File: src/common/sfw_pkg.sv
// Constants and types for the serial flash wipe and sleep sequencer.
// Operation
// - Block wipe sets all bits of the addressed sector to one.
// - Wipes are accepted only while the write permit latch is set.
// - Block wipe is opcode plus three address bytes; top two address bits ignored.
// - Block wipe executes only when select rises right after the last address byte.
// - Block wipe runs self-timed, busy flag high meanwhile, permit latch cleared early.
// - Block wipe of a protected sector is not executed.
// - Whole array wipe is opcode alone and sets the whole array to one.
// - Whole array wipe executes only when select rises right after eight bits.
// - Whole array wipe runs self-timed with busy high and permit latch cleared early.
// - Whole array wipe executes only when all protect level bits are zero.
// - Sleep entry is opcode alone on a byte edge; sleep begins after its delay.
// - In deep sleep every instruction except sleep exit is ignored.
// - Raising select with no cycle running means standby, not deep sleep.
// - Sleep exit is opcode then select rise; extra clock edges reject it.
// - After a valid sleep exit the device reaches standby after the exit delay.
// - Sleep entry or exit during a running cycle is rejected, cycle untouched.
// - Power-on reset holds all logic reset and answers no instruction.
// - Write type instructions are ignored until the write inhibit delay elapses.
// - Read instructions are accepted before the write inhibit delay expires.
// - After reset: standby, permit latch and busy clear, sector lock bits zero.
package sfw_pkg;

  // ----------------------------------------------------------------
  // Instruction codes
  // ----------------------------------------------------------------
  localparam logic [7:0] OP_WRITE_UNLOCK    = 8'h10;
  localparam logic [7:0] OP_BLOCK_WIPE      = 8'h20;
  localparam logic [7:0] OP_WHOLE_WIPE      = 8'h30;
  localparam logic [7:0] OP_SLEEP_ENTRY     = 8'h40;
  localparam logic [7:0] OP_SLEEP_EXIT      = 8'h50;
  localparam logic [7:0] OP_PAGE_WRITE      = 8'h60;
  localparam logic [7:0] OP_TWO_LINE_WRITE  = 8'h61;
  localparam logic [7:0] OP_ONE_TIME_WRITE  = 8'h62;
  localparam logic [7:0] OP_SMALL_WIPE      = 8'h63;
  localparam logic [7:0] OP_STATUS_WRITE    = 8'h64;
  localparam logic [7:0] OP_LOCK_WRITE      = 8'h65;

  // ----------------------------------------------------------------
  // Framing and field positions
  // ----------------------------------------------------------------
  localparam logic [5:0] BITS_OPCODE        = 6'h08;
  localparam logic [5:0] BITS_ADDR_FRAME    = 6'h20;
  localparam logic [5:0] BITS_SATURATE      = 6'h3f;
  localparam int         SECTOR_LSB         = 16;
  localparam int         SECTOR_MSB         = 21;
  localparam logic [5:0] SECTOR_COUNT_M1    = 6'h3f;

  // ----------------------------------------------------------------
  // Timing
  // ----------------------------------------------------------------
  localparam int CLK_MHZ                    = 100;
  localparam int WRITE_INHIBIT_MS           = 1;
  localparam int WRITE_INHIBIT_CYCLES       = WRITE_INHIBIT_MS * 1000 * 1000 * CLK_MHZ / 1000;
  localparam int BLOCK_WIPE_CYCLES          = 5000;
  localparam int ARRAY_WIPE_CYCLES          = 20000;
  localparam int SLEEP_ENTRY_CYCLES         = 300;
  localparam int SLEEP_EXIT_CYCLES          = 300;

  // ----------------------------------------------------------------
  // Reset values
  // ----------------------------------------------------------------
  localparam logic [31:0] TIMER_RESET       = 32'h0000_0000;
  localparam logic [2:0]  SYNC_RESET        = 3'h7;

  typedef enum logic [2:0] {
    SFW_STANDBY     = 3'b000,
    SFW_WIPING      = 3'b100,
    SFW_SLEEP_ENTER = 3'b001,
    SFW_SLEEP       = 3'b011,
    SFW_SLEEP_EXIT  = 3'b010
  } sfw_state_t;

endpackage

File: src/hw/sfw_sequencer.sv
// Serial flash wipe, deep sleep and power-up write inhibit sequencer.
`timescale 1ns/1ps
module sfw_sequencer #(
  parameter int WRITE_INHIBIT_CYC = sfw_pkg::WRITE_INHIBIT_CYCLES,
  parameter int BLOCK_WIPE_CYC    = sfw_pkg::BLOCK_WIPE_CYCLES,
  parameter int ARRAY_WIPE_CYC    = sfw_pkg::ARRAY_WIPE_CYCLES,
  parameter int SLEEP_ENTRY_CYC   = sfw_pkg::SLEEP_ENTRY_CYCLES,
  parameter int SLEEP_EXIT_CYC    = sfw_pkg::SLEEP_EXIT_CYCLES
) (
  input  wire logic       core_clk,
  input  wire logic       rst_n,
  input  wire logic       clk_en,
  input  wire logic       spi_clk,
  input  wire logic       spi_cs_n,
  input  wire logic       serial_in_line,
  input  wire logic [2:0] protect_level_bits,
  output logic            cycle_in_progress,
  output logic            write_permit_latch,
  output logic            deep_sleep,
  output logic            standby,
  output logic            write_inhibit,
  output logic            wipe_start,
  output logic            wipe_all,
  output logic [5:0]      wipe_sector,
  output logic            wipe_done,
  output logic            lock_bits_clear
);
  import sfw_pkg::*;

  // ----------------------------------------------------------------
  // Pin synchronisers
  // ----------------------------------------------------------------
  // The link clock is slow against core_clk, so three flops with a second and
  // third agreement filter are enough to reject single-cycle glitches.
  localparam logic [2:0] PIN_IDLE = {1'b0, SYNC_RESET[0], 1'b0};

  logic [2:0] pin_raw;
  logic [2:0] pin_sync_q [3];
  logic       pin_agree  [3];
  logic       pin_flt_q  [3];
  logic [2:0] sclk_s_q;
  logic [2:0] cs_s_q;
  logic       sclk_f_q;
  logic       cs_f_q;
  logic       din_f_q;

  // Order is serial clock, select, data; select idles high.
  assign pin_raw = {serial_in_line, spi_cs_n, spi_clk};

  for (genvar i = 0; i < 3; i++) begin : g_pin
    always_ff @(posedge core_clk) begin
      if (!rst_n) begin
        pin_sync_q[i] <= {3{PIN_IDLE[i]}};
      end else if (clk_en) begin
        pin_sync_q[i] <= {pin_sync_q[i][1:0], pin_raw[i]};
      end
    end

    always_ff @(posedge core_clk) begin
      if (!rst_n) begin
        pin_flt_q[i] <= PIN_IDLE[i];
      end else if (clk_en && pin_agree[i]) begin
        pin_flt_q[i] <= pin_sync_q[i][2];
      end
    end

    assign pin_agree[i] = (pin_sync_q[i][1] == pin_sync_q[i][2]);
  end

  assign sclk_s_q = pin_sync_q[0];
  assign cs_s_q   = pin_sync_q[1];
  assign sclk_f_q = pin_flt_q[0];
  assign cs_f_q   = pin_flt_q[1];
  assign din_f_q  = pin_flt_q[2];

  logic sclk_rise;
  logic cs_rise;
  assign sclk_rise = (sclk_s_q[1] == sclk_s_q[2]) && sclk_s_q[2] && !sclk_f_q && !cs_f_q;
  assign cs_rise   = (cs_s_q[1] == cs_s_q[2]) && cs_s_q[2] && !cs_f_q;

  // ----------------------------------------------------------------
  // Serial shifter
  // ----------------------------------------------------------------
  logic [31:0] shift_q;
  logic [5:0]  bits_q;

  always_ff @(posedge core_clk) begin
    if (!rst_n) begin
      shift_q <= 32'h0000_0000;
      bits_q  <= 6'h00;
    end else if (clk_en) begin
      if (cs_f_q) begin
        bits_q <= 6'h00;
      end else if (sclk_rise) begin
        shift_q <= {shift_q[30:0], din_f_q};
        if (bits_q != BITS_SATURATE) begin
          bits_q <= bits_q + 6'h01;
        end
      end
    end
  end

  // ----------------------------------------------------------------
  // Decode at select release
  // ----------------------------------------------------------------
  function automatic logic sector_protected(input logic [2:0] level, input logic [5:0] sector);
    logic [6:0] span;
    span = 7'h00;
    if (level != 3'h0) begin
      span = 7'h01 << (level - 3'h1);
    end
    sector_protected = ({1'b0, sector} > ({1'b0, SECTOR_COUNT_M1} - span));
  endfunction

  function automatic logic is_write_type(input logic [7:0] op);
    is_write_type = (op == OP_WRITE_UNLOCK) || (op == OP_PAGE_WRITE) || (op == OP_TWO_LINE_WRITE) ||
                    (op == OP_ONE_TIME_WRITE) || (op == OP_SMALL_WIPE) || (op == OP_BLOCK_WIPE) ||
                    (op == OP_WHOLE_WIPE) || (op == OP_STATUS_WRITE) || (op == OP_LOCK_WRITE);
  endfunction

  sfw_state_t  state_q;
  logic [31:0] timer_q;
  logic [31:0] inhibit_q;

  logic [7:0] op8;
  logic [7:0] op32;
  logic [5:0] sector;
  logic       byte8;
  logic       frame32;
  logic       idle;
  logic       go_unlock;
  logic       go_block;
  logic       go_whole;
  logic       go_enter;
  logic       go_exit;

  assign op8     = shift_q[7:0];
  assign op32    = shift_q[31:24];
  assign sector  = shift_q[SECTOR_MSB:SECTOR_LSB];
  assign byte8   = cs_rise && (bits_q == BITS_OPCODE);
  assign frame32 = cs_rise && (bits_q == BITS_ADDR_FRAME);
  assign idle    = (state_q == SFW_STANDBY) && !inhibit_q[31];
  assign go_unlock = idle && byte8 && (op8 == OP_WRITE_UNLOCK) && !write_inhibit;
  assign go_block  = idle && frame32 && (op32 == OP_BLOCK_WIPE) && write_permit_latch &&
                     !write_inhibit && !sector_protected(protect_level_bits, sector);
  assign go_whole  = idle && byte8 && (op8 == OP_WHOLE_WIPE) && write_permit_latch &&
                     !write_inhibit && (protect_level_bits == 3'h0);
  assign go_enter  = idle && byte8 && (op8 == OP_SLEEP_ENTRY);
  assign go_exit   = (state_q == SFW_SLEEP) && byte8 && (op8 == OP_SLEEP_EXIT);

  // ----------------------------------------------------------------
  // Power-up write inhibit
  // ----------------------------------------------------------------
  always_ff @(posedge core_clk) begin
    if (!rst_n) begin
      inhibit_q     <= TIMER_RESET;
      write_inhibit <= 1'b1;
    end else if (clk_en) begin
      if (inhibit_q < 32'(WRITE_INHIBIT_CYC)) begin
        inhibit_q <= inhibit_q + 32'h1;
      end
      write_inhibit <= (inhibit_q < 32'(WRITE_INHIBIT_CYC) - 32'h1);
    end
  end

  // ----------------------------------------------------------------
  // Sequencer
  // ----------------------------------------------------------------
  always_ff @(posedge core_clk) begin
    if (!rst_n) begin
      state_q <= SFW_STANDBY;
      timer_q <= TIMER_RESET;
    end else if (clk_en) begin
      case (state_q)
        SFW_STANDBY: begin
          if (go_block) begin
            state_q <= SFW_WIPING;
            timer_q <= 32'(BLOCK_WIPE_CYC) - 32'h1;
          end else if (go_whole) begin
            state_q <= SFW_WIPING;
            timer_q <= 32'(ARRAY_WIPE_CYC) - 32'h1;
          end else if (go_enter) begin
            state_q <= SFW_SLEEP_ENTER;
            timer_q <= 32'(SLEEP_ENTRY_CYC) - 32'h1;
          end
        end
        SFW_WIPING: begin
          if (timer_q == 32'h0) begin
            state_q <= SFW_STANDBY;
          end else begin
            timer_q <= timer_q - 32'h1;
          end
        end
        SFW_SLEEP_ENTER: begin
          if (timer_q == 32'h0) begin
            state_q <= SFW_SLEEP;
          end else begin
            timer_q <= timer_q - 32'h1;
          end
        end
        SFW_SLEEP: begin
          if (go_exit) begin
            state_q <= SFW_SLEEP_EXIT;
            timer_q <= 32'(SLEEP_EXIT_CYC) - 32'h1;
          end
        end
        SFW_SLEEP_EXIT: begin
          if (timer_q == 32'h0) begin
            state_q <= SFW_STANDBY;
          end else begin
            timer_q <= timer_q - 32'h1;
          end
        end
        default: begin
          state_q <= SFW_STANDBY;
        end
      endcase
    end
  end

  // ----------------------------------------------------------------
  // Status and array controls
  // ----------------------------------------------------------------
  logic wipe_end;
  assign wipe_end = (state_q == SFW_WIPING) && (timer_q == 32'h0);

  always_ff @(posedge core_clk) begin
    if (!rst_n) begin
      write_permit_latch <= 1'b0;
    end else if (clk_en) begin
      if (go_unlock) begin
        write_permit_latch <= 1'b1;
      end else if (go_block || go_whole) begin
        write_permit_latch <= 1'b0;
      end
    end
  end

  always_ff @(posedge core_clk) begin
    if (!rst_n) begin
      cycle_in_progress <= 1'b0;
    end else if (clk_en) begin
      if (go_block || go_whole) begin
        cycle_in_progress <= 1'b1;
      end else if (wipe_end) begin
        cycle_in_progress <= 1'b0;
      end
    end
  end

  always_ff @(posedge core_clk) begin
    if (!rst_n) begin
      wipe_start <= 1'b0;
      wipe_done  <= 1'b0;
    end else if (clk_en) begin
      wipe_start <= go_block || go_whole;
      wipe_done  <= wipe_end;
    end
  end

  // Target fields hold until the next accepted wipe, so the array side may
  // read them at any point of the running cycle.
  always_ff @(posedge core_clk) begin
    if (!rst_n) begin
      wipe_all    <= 1'b0;
      wipe_sector <= 6'h00;
    end else if (clk_en) begin
      if (go_block) begin
        wipe_all    <= 1'b0;
        wipe_sector <= sector;
      end else if (go_whole) begin
        wipe_all    <= 1'b1;
        wipe_sector <= 6'h00;
      end
    end
  end

  always_ff @(posedge core_clk) begin
    if (!rst_n) begin
      deep_sleep <= 1'b0;
    end else if (clk_en) begin
      deep_sleep <= (state_q == SFW_SLEEP) || (state_q == SFW_SLEEP_EXIT);
    end
  end

  always_ff @(posedge core_clk) begin
    if (!rst_n) begin
      standby <= 1'b0;
    end else if (clk_en) begin
      standby <= (state_q == SFW_STANDBY) && cs_f_q;
    end
  end

  // The clear stands through reset and one cycle beyond, so the lock
  // registers outside always see at least one clean clear.
  always_ff @(posedge core_clk) begin
    if (!rst_n) begin
      lock_bits_clear <= 1'b1;
    end else if (clk_en) begin
      lock_bits_clear <= 1'b0;
    end
  end

endmodule

File: config.mk
export PLATFORM = sky130hd
export DESIGN_NAME = sfw_sequencer
export DESIGN_NICKNAME = d
export VERILOG_FILES = /design/src/common/sfw_pkg.sv /design/src/hw/sfw_sequencer.sv
export SDC_FILE = /design/constraint.sdc
export NUM_CORES = 1
export LEC_CHECK = 0
export BUFFER_PORTS_ARGS = -buffer_cell sky130_fd_sc_hd__buf_2
export CAP_MARGIN = 20
export CORE_MARGIN = 2
export CORE_UTILIZATION = 30
export CTS_CLUSTER_DIAMETER = 50
export DETAILED_ROUTE_END_ITERATION = 10
export GPL_ROUTABILITY_DRIVEN = 0
export PLACE_DENSITY = 0.53
export SYNTH_ARGS = -nofsm -noshare
export SYNTH_HDL_FRONTEND = slang
export SYNTH_SLANG_ARGS = --single-unit
File: constraint.sdc
create_clock -name core_clk -period 5.44 [get_ports core_clk]
set_input_delay 0.816 -clock core_clk [delete_from_list [all_inputs] [get_ports core_clk]]
set_output_delay 0.816 -clock core_clk [all_outputs]
set_load 0.1 [all_outputs]
* Word level (Yosys, flattened, before mapping)
Memories as Yosys holds them, arrays and structs flattened. A register that Yosys moved wholly into a read port is not among the register bits. Index checks and enable logic that the tools add are counted.
Storage, ports and cells: register bits after elaboration 120, RAM bits 12, input bits 9, output and inout port bits 15, memories kept 2
Operators by class: $add $sub $neg 5, $lt $le $gt $ge 3, equal/unequal tests 20, shifts and indexed selects 1, multiplexer cells 44, bitwise logic cells 7, reductions and logical operators 56
Memories:
- pin_sync_q | words 3, bits a word 3, rd ports 3, clocked after memory_dff 0, write ports 3, RTL line sfw_sequencer.sv:38 | logic [2:0] pin_sync_q [3];
- pin_flt_q | words 3, bits a word 1, rd ports 3, clocked after memory_dff 1, write ports 3, RTL line sfw_sequencer.sv:40 | logic pin_flt_q [3];
Operators by type and width (number):
- 32-bit two-way mux | 5
- 32-bit one-hot mux with 3 select lines | 1
- 32-bit by 17-bit less-than comparator with 1-bit output, second input constant | 2
- 32-bit by 1-bit adder with 32-bit output, second input constant | 1
- 32-bit zero test | 1
- 32-bit by 1-bit subtractor with 32-bit output, second input constant | 1
- 6-bit two-way mux | 5
- 1-bit logical AND | 28
- 3-bit two-way mux | 9
- 1-bit two-way mux | 22
- 8-bit by 6-bit equality test with 1-bit output, second input constant | 2
- 8-bit by 7-bit equality test with 1-bit output, second input constant | 2
- 3-bit one-hot mux with 4 select lines | 1
- 5-bit AND reduction | 2
- 2-bit nonzero test | 5
- 8-bit by 5-bit equality test with 1-bit output, second input constant | 1
- 2-bit AND reduction | 4
- 6-bit by 7-bit > comparator with 1-bit output | 1
- 7-bit two-way mux | 1
- 1-bit by 3-bit << shifter with 7-bit output, first input constant | 1
- 6-bit by 7-bit subtractor with 7-bit output, first input constant | 1
- 6-bit by 1-bit adder with 6-bit output, second input constant | 1
- 3-bit by 2-bit equality test with 1-bit output, second input constant | 2
- 6-bit by 4-bit equality test with 1-bit output, second input constant | 1
- 18 further kinds | 36

* Logic depth before layout (Yosys ltp)
Gate-level depths: netlist of run 1.
word-level depth 12, gate-level depth with buffers 10, mapped depth without buffers 9

* Least setup slack after synthesis of run 1
OpenSTA, ideal clock, no wires.
path type input to register, start input protect_level_bits[1], end register timer_q[5], library setup time 119 ps, arrival time 2777 ps, required time 5321 ps, path slack 2545 ps, stages on the path 10, path through or3b_2 > ha_1 > nand3_1 > o21ai_0 > or2_1 > o221a_2 > o21ai_2 > buf_4 > nor2_1 > o221a_1
Between the ends: longest elaborated chain between the ends 9
Ends and longest elaborated chain:
- start: declaration | RTL line sfw_sequencer.sv:16 | input wire logic [2:0] protect_level_bits,
- 3-bit by 1-bit subtractor with 3-bit output | RTL line sfw_sequencer.sv:110 | span = 7'h01 << (level - 3'h1);
- 1-bit by 3-bit << shifter with 7-bit output | RTL line sfw_sequencer.sv:110
- 7-bit two-way mux | RTL line sfw_sequencer.sv:109 | if (level != 3'h0) begin
- 6-bit by 7-bit subtractor with 7-bit output | RTL line sfw_sequencer.sv:112 | sector_protected = ({1'b0, sector} > ({1'b0, SECTOR_COUNT_M1} - span));
- 6-bit by 7-bit > comparator with 1-bit output | RTL line sfw_sequencer.sv:112
- 1-bit zero test | RTL line sfw_sequencer.sv:145 | !write_inhibit && !sector_protected(protect_level_bits, sector);
- 1-bit logical AND | RTL line sfw_sequencer.sv:145
- 4-bit inequality test (no source line) / 32-bit two-way mux (equally long branches)
- 5-bit AND reduction (no source line) / 32-bit one-hot mux with 3 select lines (equally long branches)
- end signal: assignment | RTL line sfw_sequencer.sv:178 | timer_q <= 32'(BLOCK_WIPE_CYC) - 32'h1;
- end signal: assignment | RTL line sfw_sequencer.sv:181 | timer_q <= 32'(ARRAY_WIPE_CYC) - 32'h1;
- end signal: assignment | RTL line sfw_sequencer.sv:184 | timer_q <= 32'(SLEEP_ENTRY_CYC) - 32'h1;
- end: declaration | RTL line sfw_sequencer.sv:122 | logic [31:0] timer_q;
Parallel ways exist; a longest one is shown, timed or not. A chain may end at the register's enable or synchronous reset.

* Final worst setup path of run 1
start input protect_level_bits[1], end register timer_q[14]
Same word-level chain as after synthesis.

==> results of run 1 <==
-- state kept, by name, indices dropped and copies added (netlist names), 3 cells and up --
| signal | flops |
|---|---|
| pin_sync_q | 9 |
| state_q | 3 |
| inhibit_q | 32 |
| shift_q | 32 |
| wipe_sector | 6 |
| bits_q | 6 |
| timer_q | 32 |
| pin_flt_q | 3 |
-- power by group through the flow --
| stage | logic [W] | clock network, W | registers, W |
|---|---|---|---|
| 2_1_floorplan | 0.0000342 | 0 | 0.00102 |
| 3_3_place_gp | 0.0000602 | 0 | 0.00101 |
| 3_5_place_dp | 0.0000603 | 0 | 0.00101 |
| 4_1_cts | 0.0000604 | 0.00114 | 0.000993 |
| 5_1_grt | 0.0000661 | 0.00117 | 0.000993 |
| 6_report | 0.0000590 | 0.00111 | 0.000993 |
-- cells in the mapped netlist (2+ instances only) --
cell	n	area share
dfxtp_1	121	0.40
nand2_1	105	0.065
nor2_1	77	0.048
a21oi_1	76	0.063
clkbuf_1	35	0.022
nand3_1	23	0.019
and2_1	20	0.021
nor4_1	20	0.021
o21ai_0	18	0.015
and3_1	14	0.015
inv_1	14	0.0087
nor3_1	14	0.012
ha_1	12	0.025
o21ai_1	12	0.0099
edfxtp_1	11	0.055
xor2_1	9	0.013
o22ai_1	8	0.0083
or3_1	8	0.0083
a22oi_1	7	0.0087
nand4_1	7	0.0073
nor3b_1	7	0.0087
xnor2_1	7	0.010
nand3b_1	6	0.0075
o211ai_1	6	0.0075
a211oi_1	5	0.0062
a31oi_1	5	0.0052
nor2b_1	5	0.0052
or2_2	5	0.0052
a21o_1	4	0.0050
o31ai_1	4	0.0050
or4_1	4	0.0050
and3b_1	3	0.0044
buf_2	3	0.0025
mux2i_1	3	0.0050
or3b_2	3	0.0044
a21bo_2	2	0.0033
and4_1	2	0.0029
and4b_1	2	0.0033
buf_4	2	0.0025
nand2b_1	2	0.0021
o21ai_2	2	0.0029
o41ai_1	2	0.0029
or4_4	2	0.0037
or4b_1	2	0.0033
-- layer usage --
layer	routed length [um]	track usage	up-vias	part of all wire
li1	-	-	2604	-
met1	6590	0.168	2370	0.49
met2	6140	0.213	69	0.46
met3	469	0.0342	19	0.035
met4	233	0.0485	0	0.017
met5	0	0	-	0
-- tightest hold or removal path, stage by stage (launching register included) --
cell and delay, ns:
dfxtp_1 0.31, nand2_1 0.05, a21oi_1 0.05
-- path summary, 6_finish.rpt --
path	start	end	slack, ns	cells past startpoint
max	protect_level_bits[1]	timer_q[14]$_SDFFE_PN0P_	2.23	12
min	shift_q[13]$_SDFFE_PN0P_	shift_q[14]$_SDFFE_PN0P_	0.45	2
max reg2reg	bits_q[0]$_SDFFE_PN0P_	timer_q[9]$_SDFFE_PN0P_	2.46	11
min reg2reg	shift_q[13]$_SDFFE_PN0P_	shift_q[14]$_SDFFE_PN0P_	0.45	2
-- kinds of logic after synthesis --
kind of cell	count (synthesis)	synth area share
AO/OA/AOI/OAI	165	0.165
flip-flops	132	0.456
multiplexers	3	0.00497
XOR/XNOR	16	0.0232
adder cells (fa/ha/maj)	12	0.0249
AND/OR/NAND/NOR	341	0.290
buffers and inverters	54	0.0354
-- cell type report --
| type | count | share of cell area |
|---|---|---|
| multi-input cells | 537 | 0.442 |
| flip-flops and latches | 132 | 0.396 |
| clock buffers | 17 | 0.0612 |
| well taps | 265 | 0.0477 |
| repair buffers | 30 | 0.0246 |
| clock inverters | 15 | 0.0216 |
| inverters | 14 | 0.00755 |
-- stage by stage --
step | power, W | setup slack, ns | hold WS [ns] | cells | cell area [um2]
finish | 0.00216 | 2.23 | 0.448 | 1010 | 6960
global route | 0.00223 | 2.07 | 0.467 | 1010 | 6960
CTS | 0.00219 | 1.93 | 0.453 | 1009 | 6950
detailed placement | 0.00107 | 1.49 | 0.444 | 977 | 6370
global placement | 0.00107 | 1.57 | 0.436 | 977 | 6370
floorplan | 0.00106 | 2.54 | 0.430 | 723 | 6040
==> flow_summary_export.csv, run 1 <==
group,metric,value,unit
setup_path,crit_family,"compound AO/OA/AOI/OAI gates",
logic_synthesis,yosys_most_used_dff,"dfxtp_1",
timing,fmax,0.311,GHz
final_layout,regArea,0.00275,mm2
timing,setup_tns,0,ns
flow_run,maxCapViolations,0,
final_layout,n_fill_cell,2046,
timing,finalSetupViolations,0,
routing,viasPerCell,5.01,
clock_tree,ctsResizeCount,0,
pwr,p_int,0.00161,W
timing,tightest_slew,1.13,ns
global_route,grt_pass1_vias,4758,
setup_path,critPathCaptureType,"flip-flop",
timing,finalClockSkew,0.0112,ns
clock_tree,post_cts_buffers,0,
routing,ant_nets,0,
setup_path,crit_buf_inv,3,
timing,relSlewSlack,0.240,
clock_tree,ctsHoldBuffers,0,
floorplan,row_count,51,
setup_path,path_class,"input port to flip-flop",
logic_synthesis,netlist_instances,723,
routing,wl,13400,um
routing,drtIter0Drc,265,
logic_synthesis,ys_async_sr_fraction,0,
final_layout,multi_input_area,0.00307,mm2
routing,drc,0,
floorplan,io-pin-count,24,
global_route,grt_first_pass_wirelength,23200,um
pwr,p_sw,0.000545,W
logic_synthesis,syn_avg_cell_area,8.35,um2
final_layout,layout.nets,753,
global_route,antenna_found_initial,0,
routing,firstDrtPassIters,5,
logic_synthesis,ys_warn_count,0,
setup_path,start_kind,"input port",
timing,period_share,0.590,
final_layout,utilization,0.355,
hold_path,worstHoldPathType,"flip-flop to flip-flop",
setup_path,cp_slowest_stage_delay,0.51,ns
pwr,peakVddDrop,0.000197,V
final_layout,antenna_cells,0,
floorplan,die_w,146,um
place,io_buffers,23,
pwr,pwr-share-comb,0.027,
floorplan,start_util,0.308,
pwr,clockPowerShare,0.513,
final_layout,layout_common_cells,"dfxtp_1, nand2_1, a21oi_1, nor2_1",
timing,hold_viol,0,
clock_tree,clk_path_buf_depth,2,
final_layout,synthToLayoutAreaGrowth,15.2,%
logic_synthesis,ys_seq_elements,132,
clock_tree,clkLatencyLatePin,0.43,ns
global_route,grt_overflow,0,
pwr,leakage,2.53,nW
setup_path,path_cells,"buf_2 -> or3b_2 -> ha_1 -> nand3_1 -> o21ai_0 -> or2_1 -> o221a_2 -> o21ai_2 -> buf_6 -> buf_4 -> o211ai_1 -> o31ai_1",
final_layout,layout_commonest_cell,"dfxtp_1",
final_layout,layout-drive-gt1-share,0.115,
floorplan,die-area,0.0213,mm2
logic_synthesis,synth-edff-count,11,
run_status,outcome,"complete, no violations",
pwr,p_seq_frac,0.460,
global_route,grt_max_degree,56,
floorplan,coreArea,0.0196,mm2
clock_tree,clkSlewWorstSetupHoldPaths,0.07,ns
logic_synthesis,ys_types,68,
timing,final_max_slew_viol_count,0,
setup_path,critical_path_arrival,3.55,ns
place,hpwl,8900,um
pwr,swShare,0.253,
clock_tree,cts-root-buf,"clkbuf_16",
timing,min_period,3.21,ns
clock_tree,cts_tree,"yes",
global_route,grt_usage,0.131,
routing,vias,5062,
logic_synthesis,seq_area_frac_synth,0.456,
clock_tree,numCtsBuffers,17,
clock_tree,cts.sinks,132,
routing,routedWlPerCell,13.3,um
logic_synthesis,synth_fp_nets,744,
timing,grt_setup_unrepaired,"false",
pwr,power_density,310,mW/mm2
setup_path,slowest_stage,"o21ai_2",
setup_path,cp.required,5.78,ns
floorplan,die_height,146,um
setup_path,cp_max_fo,15,
logic_synthesis,netlist_area,0.00604,mm2
clock_tree,h-tree-depth,4,
(Power assumes the default switching activity.)
==> run 2, diff against run 1 <==
Settings changed: PLACE_DENSITY 0.53 to 0.54.
Clock period 5.44 ns to 2.8 ns, I/O delays scaled along.
==> run 2 against run 1 <==
  * Combinational power up 110%
  * Routed wire length rose by 4.9%
  * Hold slack got worse by 0.20 ns
  * First-iteration DRC count is 9.1% higher
  * Register-to-register slack lost 2.3 ns
  * Largest cell class unchanged
  * Largest power group unchanged
==> flow_summary_export.csv, run 2 (synthesized netlist as in run 1, its figures left out) <==
group,metric,value,unit
run_status,outcome,"complete, no violations",
setup_path,crit_buf_inv,2,
pwr,power_density,596,mW/mm2
routing,drtIter0Drc,289,
timing,finalSetupViolations,0,
floorplan,die_w,146,um
timing,grt_setup_unrepaired,"false",
clock_tree,cts_tree,"yes",
setup_path,slowest_stage,"or4_4",
floorplan,start_util,0.308,
global_route,grt_overflow,0,
setup_path,critPathCaptureType,"flip-flop",
global_route,use_met3,0.0382,
timing,min_period,2.66,ns
routing,ant_nets,0,
global_route,met1_usage,0.184,
hold_path,worstHoldPathType,"input port to flip-flop",
setup_path,path_class,"flip-flop to flip-flop",
routing,viasPerCell,4.97,
routing,vias,5169,
timing,period_share,0.949,
final_layout,layout.nets,783,
timing,whs,0.251,ns
clock_tree,clkLatencyLatePin,0.43,ns
routing,wl,14100,um
floorplan,io-pin-count,24,
timing,relSlewSlack,0.571,
final_layout,layout-drive-gt1-share,0.150,
pwr,peakVddDrop,0.000401,V
timing,fmax,0.376,GHz
place,hpwl,9570,um
clock_tree,post_cts_buffers,0,
routing,drc,0,
final_layout,reg_top3,"inhibit_q: 32 flops, shift_q: 32 flops, timer_q: 32 flops",
global_route,grt_max_degree,46,
timing,finalClockSkew,0.0109,ns
clock_tree,h-tree-depth,4,
global_route,grt_first_pass_wirelength,24400,um
final_layout,layout_commonest_cell,"dfxtp_1",
timing,final_max_slew_viol_count,0,
final_layout,antenna_cells,0,
setup_path,cp_max_fo,16,
clock_tree,clkSlewWorstSetupHoldPaths,0.06,ns
timing,hold_viol,0,
global_route,grt_pass1_vias,4909,
floorplan,die-area,0.0213,mm2
clock_tree,cts.sinks,132,
setup_path,start_kind,"flip-flop",
flow_run,maxCapViolations,0,
global_route,grt_usage,0.138,
clock_tree,clk_path_buf_depth,2,
clock_tree,cts-root-buf,"clkbuf_16",
setup_path,critical_path_arrival,2.97,ns
setup_path,crit_family,"simple AND/OR/NAND/NOR gates",
timing,tightest_slew,0.638,ns
pwr,leakage,2.71,nW
timing,setup_tns,0,ns
floorplan,coreArea,0.0196,mm2
setup_path,path_cells,"or4_4 -> or4_4 -> o41ai_2 -> o41ai_1 -> buf_4 -> o21ai_2 -> buf_4 -> nor2_1 -> o221a_1",
final_layout,layout_common_cells,"dfxtp_1, nand2_1, a21oi_1, nor2_1, buf_4",
global_route,antenna_found_initial,0,
final_layout,synthToLayoutAreaGrowth,20.0,%
floorplan,row_count,51,
floorplan,die_height,146,um
global_route,grt-busiest-layer,"met2",
setup_path,cp.required,3.11,ns
routing,routedWlPerCell,13.6,um
clock_tree,numCtsBuffers,17,
place,io_buffers,23,
setup_path,cp_slowest_stage_delay,0.54,ns
global_route,grt_util_met2,0.222,
routing,firstDrtPassIters,5,
## run 2: per-stage QoR
stage | cell area, um2 | utilization | setup slack (ns) | cells | total power [W]
floorplan | 6040 | - | 0.285 | 723 | 0.00205
global placement | 6640 | 0.339 | 0.00111 | 1008 | 0.00210
detailed placement | 6640 | 0.339 | -0.0124 | 1008 | 0.00210
CTS | 7230 | 0.369 | 0.113 | 1040 | 0.00437
global route | 7240 | 0.370 | 0.00242 | 1040 | 0.00447
finish | 7240 | 0.370 | 0.144 | 1040 | 0.00432
## run 2: cell type report
| class | instances | area (um2) |
|---|---|---|
| clock inverter | 15 | 168 |
| tap | 265 | 332 |
| fill | 2042 | 12300 |
| inverter | 14 | 52.6 |
| sequential | 132 | 2750 |
| multi-input combinational | 537 | 3080 |
| clock buffer | 17 | 425 |
| timing repair buffer | 60 | 430 |
## run 2: worst paths after layout
kind	start	to	slack, ns	depth (start not counted)
hold / removal	spi_cs_n	pin_sync_q[1][0]$_SDFFCE_PN1P_	0.25	2
hold reg to reg	shift_q[13]$_SDFFE_PN0P_	shift_q[14]$_SDFFE_PN0P_	0.45	2
setup / recovery	timer_q[20]$_SDFFE_PN0P_	timer_q[5]$_SDFFE_PN0P_	0.14	9
setup reg to reg	timer_q[20]$_SDFFE_PN0P_	timer_q[5]$_SDFFE_PN0P_	0.14	9
## run 2: routing by layer
metal / wire length (um) / share of wire
met4: 150 / 0.011
met1: 6930 / 0.49
met3: 493 / 0.035
met2: 6530 / 0.46
met5: 0 / 0
## run 2: power breakdown
part           switching (W)  internal, W
clock network       0.000928      0.00134
logic              0.0000895    0.0000363
registers         0.00000897      0.00192
total                0.00103      0.00329
## run 2: worst register-to-register path: cells and delay by family, from the launching register on
| kind | cells | cell delay [ns] |
|---|---|---|
| and+or+nand+nor | 3 | 1.09 |
| buffers and inverters | 2 | 0.40 |
| DFF | 1 | 0.31 |
| AOI/OAI and AO/OA | 4 | 0.74 |
## run 2: what timing repair did
action	in CTS	in global routing
hold buffers	0	0
setup endpoints to repair	0	2
resized for setup	0	2
